## src/inc/asp_pkg.sv

```systemverilog
// Constants shared by the serial port core and its bit-rate timers.
// Assumes one 250 MHz system clock and a 32-bit AHB-Lite register bus.
package asp_pkg;
	// Register byte addresses
	localparam logic [31:0] ASP_CTRL_ADDR = 32'h0000_0098;
	localparam logic [31:0] ASP_DATA_ADDR = 32'h0000_009C;
	localparam logic [31:0] ASP_TIMER_ADDR = 32'h0000_00A0;
	// Control register fields
	localparam int ASP_FRAMING_BIT = 7;
	localparam int ASP_UNUSED_BIT = 6;
	localparam int ASP_FILTER_BIT = 5;
	localparam int ASP_REN_BIT = 4;
	localparam int ASP_TB8_BIT = 3;
	localparam int ASP_RB8_BIT = 2;
	localparam int ASP_TI_BIT = 1;
	localparam int ASP_RI_BIT = 0;
	localparam logic [7:0] ASP_CTRL_RESET = 8'h40;
	localparam logic [7:0] ASP_DATA_RESET = 8'h00;
	// Timer register fields
	localparam int ASP_RUN_BIT = 8;
	localparam int ASP_IE_BIT = 9;
	localparam logic [7:0] ASP_RELOAD_RESET = 8'h00;
	// Counter overflow value
	localparam logic [7:0] ASP_CNT_TOP = 8'hFF;
	// Bits after the start bit: data, optional ninth, stop
	localparam logic [3:0] ASP_BITS_8 = 4'h9;
	localparam logic [3:0] ASP_BITS_9 = 4'hA;
	localparam logic [3:0] ASP_DATA_BITS = 4'h8;
	// AHB encodings
	localparam logic [1:0] ASP_HTRANS_NONSEQ = 2'h2;
	localparam logic [1:0] ASP_HTRANS_SEQ = 2'h3;

	typedef enum logic [1:0] {
		ASP_RX_IDLE,
		ASP_RX_START,
		ASP_RX_BITS
	} asp_rx_state_t;
endpackage

```

## src/rtl/asp_bit_timer.sv

```systemverilog
// Eight-bit auto-reload counter whose overflows, halved, give bit ticks.
// Assumes run and reload are steady register outputs of the same clock.
`timescale 1ns/1ps
module asp_bit_timer
	import asp_pkg::*;
(
	// Clock and reset
	input wire logic clk,
	input wire logic resetn,
	// Control
	input wire logic run,
	input wire logic [7:0] reload,
	input wire logic force_reload,
	// Ticks
	output logic ovf,
	output logic bit_tick
);
	logic [7:0] cnt;
	logic phase;

	// Two overflows make one bit time; a forced reload arms the half phase
	always_ff @(posedge clk) begin
		if (!resetn) begin
			cnt <= ASP_RELOAD_RESET;
			phase <= 1'b0;
			ovf <= 1'b0;
			bit_tick <= 1'b0;
		end else if (force_reload) begin
			cnt <= reload;
			phase <= 1'b1;
			ovf <= 1'b0;
			bit_tick <= 1'b0;
		end else if (run) begin
			ovf <= (cnt == ASP_CNT_TOP);
			bit_tick <= (cnt == ASP_CNT_TOP) && phase;
			if (cnt == ASP_CNT_TOP) begin
				cnt <= reload;
				phase <= ~phase;
			end else begin
				cnt <= cnt + 8'h01;
			end
		end else begin
			ovf <= 1'b0;
			bit_tick <= 1'b0;
		end
	end

	// Helper: overflows seen since the last bit tick
	logic [1:0] ovf_seen;
	always_ff @(posedge clk) begin
		if (!resetn) begin
			ovf_seen <= 2'h0;
		end else if (force_reload) begin
			// A forced reload arms the phase, so its first overflow is a tick
			ovf_seen <= 2'h1;
		end else if (bit_tick) begin
			ovf_seen <= 2'h0;
		end else if (ovf && ovf_seen != 2'h3) begin
			ovf_seen <= ovf_seen + 2'h1;
		end
	end
endmodule

```

## src/rtl/asp_uart.sv

```systemverilog
// Full-duplex serial port with 8- and 9-bit framing behind an AHB-Lite slave.
// Assumes synchronous pins, single word transfers and a 250 MHz clock.
`timescale 1ns/1ps
module asp_uart
	import asp_pkg::*;
(
	// Clock and reset
	input wire logic clk,
	input wire logic resetn,
	// AHB-Lite slave
	input wire logic hsel,
	input wire logic [31:0] haddr,
	input wire logic [1:0] htrans,
	input wire logic hwrite,
	input wire logic [2:0] hsize,
	input wire logic [31:0] hwdata,
	input wire logic hready,
	output logic hreadyout,
	output logic hresp,
	output logic [31:0] hrdata,
	// Serial pins
	output logic serial_transmit_pin,
	input wire logic serial_receive_pin,
	// Interrupt request
	output logic irq
);
	// Control, data and timer register bits
	logic framing_select;
	logic filter_enable;
	logic receive_enable_bit;
	logic ninth_transmit_bit;
	logic ninth_receive_bit;
	logic transmit_complete_flag;
	logic receive_flag;
	logic [7:0] receive_latch;
	logic [7:0] bit_rate_reload_value;
	logic timer_run;
	logic irq_enable;

	// Bus pipeline
	logic wr_pend;
	logic [31:0] wr_addr;
	logic rd_pend;
	logic [31:0] rd_addr;
	logic addr_phase;
	logic ctrl_wr;
	logic data_wr;
	logic timer_wr;
	logic [7:0] ctrl_read;

	// Transmitter
	logic tx_pend;
	logic [7:0] tx_data;
	logic [9:0] tx_shift;
	logic [3:0] tx_left;
	logic tx_tick;

	// Receiver
	asp_rx_state_t rx_state;
	logic rx_prev;
	logic [7:0] rx_data;
	logic rx_ninth;
	logic [3:0] rx_cnt;
	logic rx_tick;
	logic rx_force;
	logic rx_stop_tick;
	logic rx_bit8;
	logic rx_accept;

	assign addr_phase = hsel && hready
		&& (htrans == ASP_HTRANS_NONSEQ || htrans == ASP_HTRANS_SEQ);
	assign ctrl_wr = wr_pend && (wr_addr == ASP_CTRL_ADDR);
	assign data_wr = wr_pend && (wr_addr == ASP_DATA_ADDR);
	assign timer_wr = wr_pend && (wr_addr == ASP_TIMER_ADDR);
	assign ctrl_read = {framing_select, 1'b1, filter_enable, receive_enable_bit,
		ninth_transmit_bit, ninth_receive_bit, transmit_complete_flag, receive_flag};

	// Address phase capture; reads take one wait state so writes settle first
	always_ff @(posedge clk) begin
		if (!resetn) begin
			wr_pend <= 1'b0;
			wr_addr <= 32'h0000_0000;
			rd_pend <= 1'b0;
			rd_addr <= 32'h0000_0000;
		end else begin
			wr_pend <= addr_phase && hwrite;
			rd_pend <= addr_phase && !hwrite;
			if (addr_phase) begin
				wr_addr <= haddr;
				rd_addr <= haddr;
			end
		end
	end

	// Bus answer; unmapped reads return zero, every response is OKAY
	always_ff @(posedge clk) begin
		if (!resetn) begin
			hreadyout <= 1'b1;
			hresp <= 1'b0;
			hrdata <= 32'h0000_0000;
		end else begin
			hresp <= 1'b0;
			hreadyout <= !(addr_phase && !hwrite);
			if (rd_pend) begin
				unique case (rd_addr)
					ASP_CTRL_ADDR: hrdata <= {24'h00_0000, ctrl_read};
					ASP_DATA_ADDR: hrdata <= {24'h00_0000, receive_latch};
					ASP_TIMER_ADDR: hrdata <= {22'h00_0000, irq_enable, timer_run,
						bit_rate_reload_value};
					default: hrdata <= 32'h0000_0000;
				endcase
			end
		end
	end

	// Software-owned control bits
	always_ff @(posedge clk) begin
		if (!resetn) begin
			framing_select <= ASP_CTRL_RESET[ASP_FRAMING_BIT];
			filter_enable <= ASP_CTRL_RESET[ASP_FILTER_BIT];
			receive_enable_bit <= ASP_CTRL_RESET[ASP_REN_BIT];
			ninth_transmit_bit <= ASP_CTRL_RESET[ASP_TB8_BIT];
		end else if (ctrl_wr) begin
			framing_select <= hwdata[ASP_FRAMING_BIT];
			filter_enable <= hwdata[ASP_FILTER_BIT];
			receive_enable_bit <= hwdata[ASP_REN_BIT];
			ninth_transmit_bit <= hwdata[ASP_TB8_BIT];
		end
	end

	// Timer reload, run and interrupt enable
	always_ff @(posedge clk) begin
		if (!resetn) begin
			bit_rate_reload_value <= ASP_RELOAD_RESET;
			timer_run <= 1'b0;
			irq_enable <= 1'b0;
		end else if (timer_wr) begin
			bit_rate_reload_value <= hwdata[7:0];
			timer_run <= hwdata[ASP_RUN_BIT];
			irq_enable <= hwdata[ASP_IE_BIT];
		end
	end

	// Transmit and receive bit clocks from separate counter copies
	asp_bit_timer u_tx_timer (
		.clk(clk),
		.resetn(resetn),
		.run(timer_run),
		.reload(bit_rate_reload_value),
		.force_reload(1'b0),
		.ovf(),
		.bit_tick(tx_tick)
	);

	asp_bit_timer u_rx_timer (
		.clk(clk),
		.resetn(resetn),
		.run(timer_run),
		.reload(bit_rate_reload_value),
		.force_reload(rx_force),
		.ovf(),
		.bit_tick(rx_tick)
	);

	// Transmit shifter; a write during a frame restarts with the new byte
	always_ff @(posedge clk) begin
		if (!resetn) begin
			tx_pend <= 1'b0;
			tx_data <= ASP_DATA_RESET;
			tx_shift <= 10'h3FF;
			tx_left <= 4'h0;
			serial_transmit_pin <= 1'b1;
		end else if (data_wr) begin
			tx_pend <= 1'b1;
			tx_data <= hwdata[7:0];
		end else if (tx_tick) begin
			if (tx_pend) begin
				tx_pend <= 1'b0;
				serial_transmit_pin <= 1'b0;
				if (framing_select) begin
					tx_shift <= {1'b1, ninth_transmit_bit, tx_data};
					tx_left <= ASP_BITS_9;
				end else begin
					tx_shift <= {2'h3, tx_data};
					tx_left <= ASP_BITS_8;
				end
			end else if (tx_left != 4'h0) begin
				serial_transmit_pin <= tx_shift[0];
				tx_shift <= {1'b1, tx_shift[9:1]};
				tx_left <= tx_left - 4'h1;
			end else begin
				serial_transmit_pin <= 1'b1;
			end
		end
	end

	// Receive start detection and bit counting
	assign rx_force = (rx_state == ASP_RX_IDLE) && receive_enable_bit && rx_prev
		&& !serial_receive_pin;
	assign rx_stop_tick = rx_tick && receive_enable_bit && (rx_state == ASP_RX_BITS)
		&& (rx_cnt == (framing_select ? ASP_BITS_9 : ASP_BITS_8) - 4'h1);
	assign rx_bit8 = framing_select ? rx_ninth : serial_receive_pin;
	assign rx_accept = !receive_flag && (!filter_enable || rx_bit8);

	always_ff @(posedge clk) begin
		if (!resetn) begin
			rx_prev <= 1'b1;
		end else begin
			rx_prev <= serial_receive_pin;
		end
	end

	always_ff @(posedge clk) begin
		if (!resetn) begin
			rx_state <= ASP_RX_IDLE;
			rx_cnt <= 4'h0;
			rx_data <= ASP_DATA_RESET;
			rx_ninth <= 1'b0;
		end else if (!receive_enable_bit) begin
			rx_state <= ASP_RX_IDLE;
		end else begin
			unique case (rx_state)
				ASP_RX_IDLE: begin
					rx_cnt <= 4'h0;
					if (rx_force) begin
						rx_state <= ASP_RX_START;
					end
				end
				ASP_RX_START: begin
					if (rx_tick) begin
						// A high line at mid start bit was only a glitch
						rx_state <= serial_receive_pin ? ASP_RX_IDLE : ASP_RX_BITS;
					end
				end
				ASP_RX_BITS: begin
					if (rx_tick) begin
						rx_cnt <= rx_cnt + 4'h1;
						if (rx_cnt < ASP_DATA_BITS) begin
							rx_data[rx_cnt[2:0]] <= serial_receive_pin;
						end else if (rx_cnt == ASP_DATA_BITS) begin
							rx_ninth <= serial_receive_pin;
						end
						if (rx_stop_tick) begin
							rx_state <= ASP_RX_IDLE;
						end
					end
				end
			endcase
		end
	end

	// Receive latch loads only on acceptance, so an overrun keeps the old byte
	always_ff @(posedge clk) begin
		if (!resetn) begin
			receive_latch <= ASP_DATA_RESET;
		end else if (rx_stop_tick && rx_accept) begin
			receive_latch <= rx_data;
		end
	end

	// Ninth receive bit: hardware load wins over a software write
	always_ff @(posedge clk) begin
		if (!resetn) begin
			ninth_receive_bit <= ASP_CTRL_RESET[ASP_RB8_BIT];
		end else if (rx_stop_tick && rx_accept) begin
			ninth_receive_bit <= rx_bit8;
		end else if (ctrl_wr) begin
			ninth_receive_bit <= hwdata[ASP_RB8_BIT];
		end
	end

	// Flags: a hardware set wins over a software clear in the same cycle
	always_ff @(posedge clk) begin
		if (!resetn) begin
			transmit_complete_flag <= ASP_CTRL_RESET[ASP_TI_BIT];
			receive_flag <= ASP_CTRL_RESET[ASP_RI_BIT];
		end else begin
			if (tx_tick && !tx_pend && tx_left == 4'h1) begin
				transmit_complete_flag <= 1'b1;
			end else if (ctrl_wr) begin
				transmit_complete_flag <= hwdata[ASP_TI_BIT];
			end
			if (rx_stop_tick && rx_accept) begin
				receive_flag <= 1'b1;
			end else if (ctrl_wr) begin
				receive_flag <= hwdata[ASP_RI_BIT];
			end
		end
	end

	always_ff @(posedge clk) begin
		if (!resetn) begin
			irq <= 1'b0;
		end else begin
			irq <= irq_enable && (transmit_complete_flag || receive_flag);
		end
	end
endmodule

```

## config.mk

```make
export PLATFORM = sky130hd
export DESIGN_NAME = asp_uart
export DESIGN_NICKNAME = d
export VERILOG_FILES = /design/src/inc/asp_pkg.sv /design/src/rtl/asp_bit_timer.sv /design/src/rtl/asp_uart.sv
export SDC_FILE = /design/constraint.sdc
export NUM_CORES = 1
export LEC_CHECK = 0
export BUFFER_PORTS_ARGS = -buffer_cell sky130_fd_sc_hd__buf_4
export CAP_MARGIN = 5
export CORE_MARGIN = 2
export CORE_UTILIZATION = 60
export CTS_BUF_LIST = sky130_fd_sc_hd__clkbuf_4
export DETAILED_ROUTE_END_ITERATION = 12
export GPL_TIMING_DRIVEN = 0
export HOLD_SLACK_MARGIN = 0.02
export PLACE_DENSITY_LB_ADDON = 0.08
export SYNTH_ARGS = -nofsm -noshare
export SYNTH_HDL_FRONTEND = slang
export SYNTH_HIERARCHICAL = 1
export SYNTH_SLANG_ARGS = --single-unit
```

## constraint.sdc

```tcl
create_clock -name clk -period 6.2 [get_ports clk]
set_clock_uncertainty 0.05 [all_clocks]
set_input_delay 0.31 -clock clk [delete_from_list [all_inputs] [get_ports clk]]
set_output_delay 0.31 -clock clk [all_outputs]
set_load 0.05 [all_outputs]
```

==> flow_summary.ini <==
[sta]
min_period_ns = 2.40
finalSetupViolations = 0
max-slew-margin-rel_pct = 50.8
rsz0062_at_grt = no
worst_slew_pin_slew_ns = 0.737
setup_tns_ns = 0
fin_crit_sh_pct = 38.7
max_freq_mhz = 417
slew_violations = 0
hold_viol = 0

[power_and_ir_drop]
peakVddDrop_mv = 0.214
p_leak_nw = 2.95
power_density_nw_per_um2 = 215
power_w = 0.00171

[global_routing]
antenna_found_initial = 0
grt_pass1_vias = 5895
grt_pass1_wl_mm = 28.5
grt_max_degree = 17
overflow = 0
grt_usage_pct = 31.4

[finish]
final_cells = 1037
mostFrequentLayoutCells = 130 x dfxtp_1, 119 x nand2_1, 85 x buf_4
nNetsFinal = 971
synthToLayoutAreaGrowth_pct = 23.4
final_common_cell = dfxtp_1
drive_above_1_share_pct = 18.2
antennaDiodeCount = 0

[min_path]
hold_path_end = u_tx_timer/cnt[3]
hold_path.class = in -> reg
min_from = resetn
holdPathStages = 3

[critical_path]
critPathSlowestCell = or3_1
ff2ff_path_depth = 9
crit_chain = inv_1 > ha_1 > clkbuf_1 > and3_1 > nand4_1 > or3_1 > buf_2 > o21ai_0 > a21oi_1
reg2reg_slack_ns = 3.80
reg2reg_from = rx_state[0]
slowest_delay_ns = 0.44
cp-start-kind = register
crit_buf_inv = 3
r2r_end = ninth_receive_bit
cp.required_ns = 6.58
path_depth = 9
critPathTopFamily = simple AND/OR/NAND/NOR gates
path_class = reg -> reg
path_max_fanout = 10
crit_path_end_kind = register
arrival_ns = 2.78

[cts]
clkTransAtPathRegs_ns = 0.12
post_cts_buffers = 0
cts_buffer_depth = 2
clk-insertion-delay-late_ns = 0.56
cts_resized = 0
cts_tree = built
clock_sinks = 130
cts_buffers = 17
htreeDepth = 4
root_buffer = clkbuf_4

[logic_synthesis]
syn-cell-area_um2 = 6450
ys_warn_count = 6
syn_area_per_cell_um2 = 8.73
netlist_instances = 739

[detailed_routing]
vias = 6021
drt_drc_violations_left = 0
viasPerCell = 5.81
routed_wl_mm = 17.6
wire_per_inst_um = 17.0
drt_iter0_drc = 333
drt.antenna.violating_nets = 0
dr.pass1.iters = 7

[place]
dp_cells = 961
numPortBuffers = 61
dp_hpwl_mm = 11.5
gp_congestion = 0.911

[die]
die_y_um = 108
core-area_um2 = 10400
row_count = 37
die_area_um2 = 11600
die_x_um = 108
start_util_pct = 62.2
ios = 111

[job]
maxCapViolCount = 0

[outcome]
status = complete, no violations
==> per-stage QoR <==
step	hold WS (ns)	worst slack [ns]	utilization, %	cell area (um^2)
6_report	0.119	3.80	76.7	7960
5_1_grt	0.111	3.67	76.7	7960
4_1_cts	0.116	3.83	76.7	7960
3_5_place_dp	0.411	3.92	69.1	7170
3_3_place_gp	0.395	3.93	69.1	7170
2_1_floorplan	0.379	4.22	-	6540
==> tightest hold or removal path, cell delays in order <==
cell and delay [ns]:
buf_4 0.16, nand2b_1 0.12, o22ai_1 0.09
==> flip-flops by register name (all words and copies together) (netlist names), 2 cells and up <==
signal and flops:
bit_rate_reload_value 8, hrdata 10, rd_addr 32, receive_latch 8, rx_cnt 4, rx_data 8, rx_state 2, tx_data 8
tx_left 4, tx_shift 9, u_rx_timer/cnt 8, u_tx_timer/cnt 8
==> where the power goes <==
group	internal [W]	total (W)	switching, W	leakage [nW]
clock	0.000364	0.000694	0.000330	0.178
combinational	0.0000730	0.000164	0.0000908	1.72
sequential	0.000844	0.000852	0.00000816	1.05
==> worst max path at each step <==
stage | startpoint | end
2_1_floorplan | rx_state[0] | ninth_receive_bit
3_3_place_gp | receive_enable_bit | u_rx_timer/cnt[1]
3_5_place_dp | rx_state[0] | ninth_receive_bit
4_1_cts | rx_state[0] | ninth_receive_bit
5_1_grt | receive_enable_bit | u_rx_timer/cnt[6]
6_report | rx_state[0] | ninth_receive_bit
==> what timing repair did <==
item | 4_1_cts | 5_1_grt
hold endpoints to repair | 49 | 0
hold buffers | 44 | 0
setup endpoints to repair | 0 | 0
==> layer usage <==
metal | global-route usage, % | part of all wire (%) | up-vias | wire, um
met5 | 0 | 0 | - | 0
met2 | 54.3 | 49 | 247 | 8560
met4 | 13.3 | 3.6 | 0 | 631
met1 | 37.8 | 42 | 2832 | 7310
met3 | 6.60 | 6.2 | 68 | 1090
li1 | - | - | 2874 | -
==> cell type report <==
class,instances,area (um^2)
Buffer,74,418
Clock buffer,18,135
Clock inverter,14,209
Fill cell,735,2410
Inverter,15,56.3
Multi-Input combinational cell,545,3470
Sequential cell,130,2600
Tap cell,136,170
Timing Repair Buffer,105,898
No activity file was read; power rests on OpenSTA's default activity.
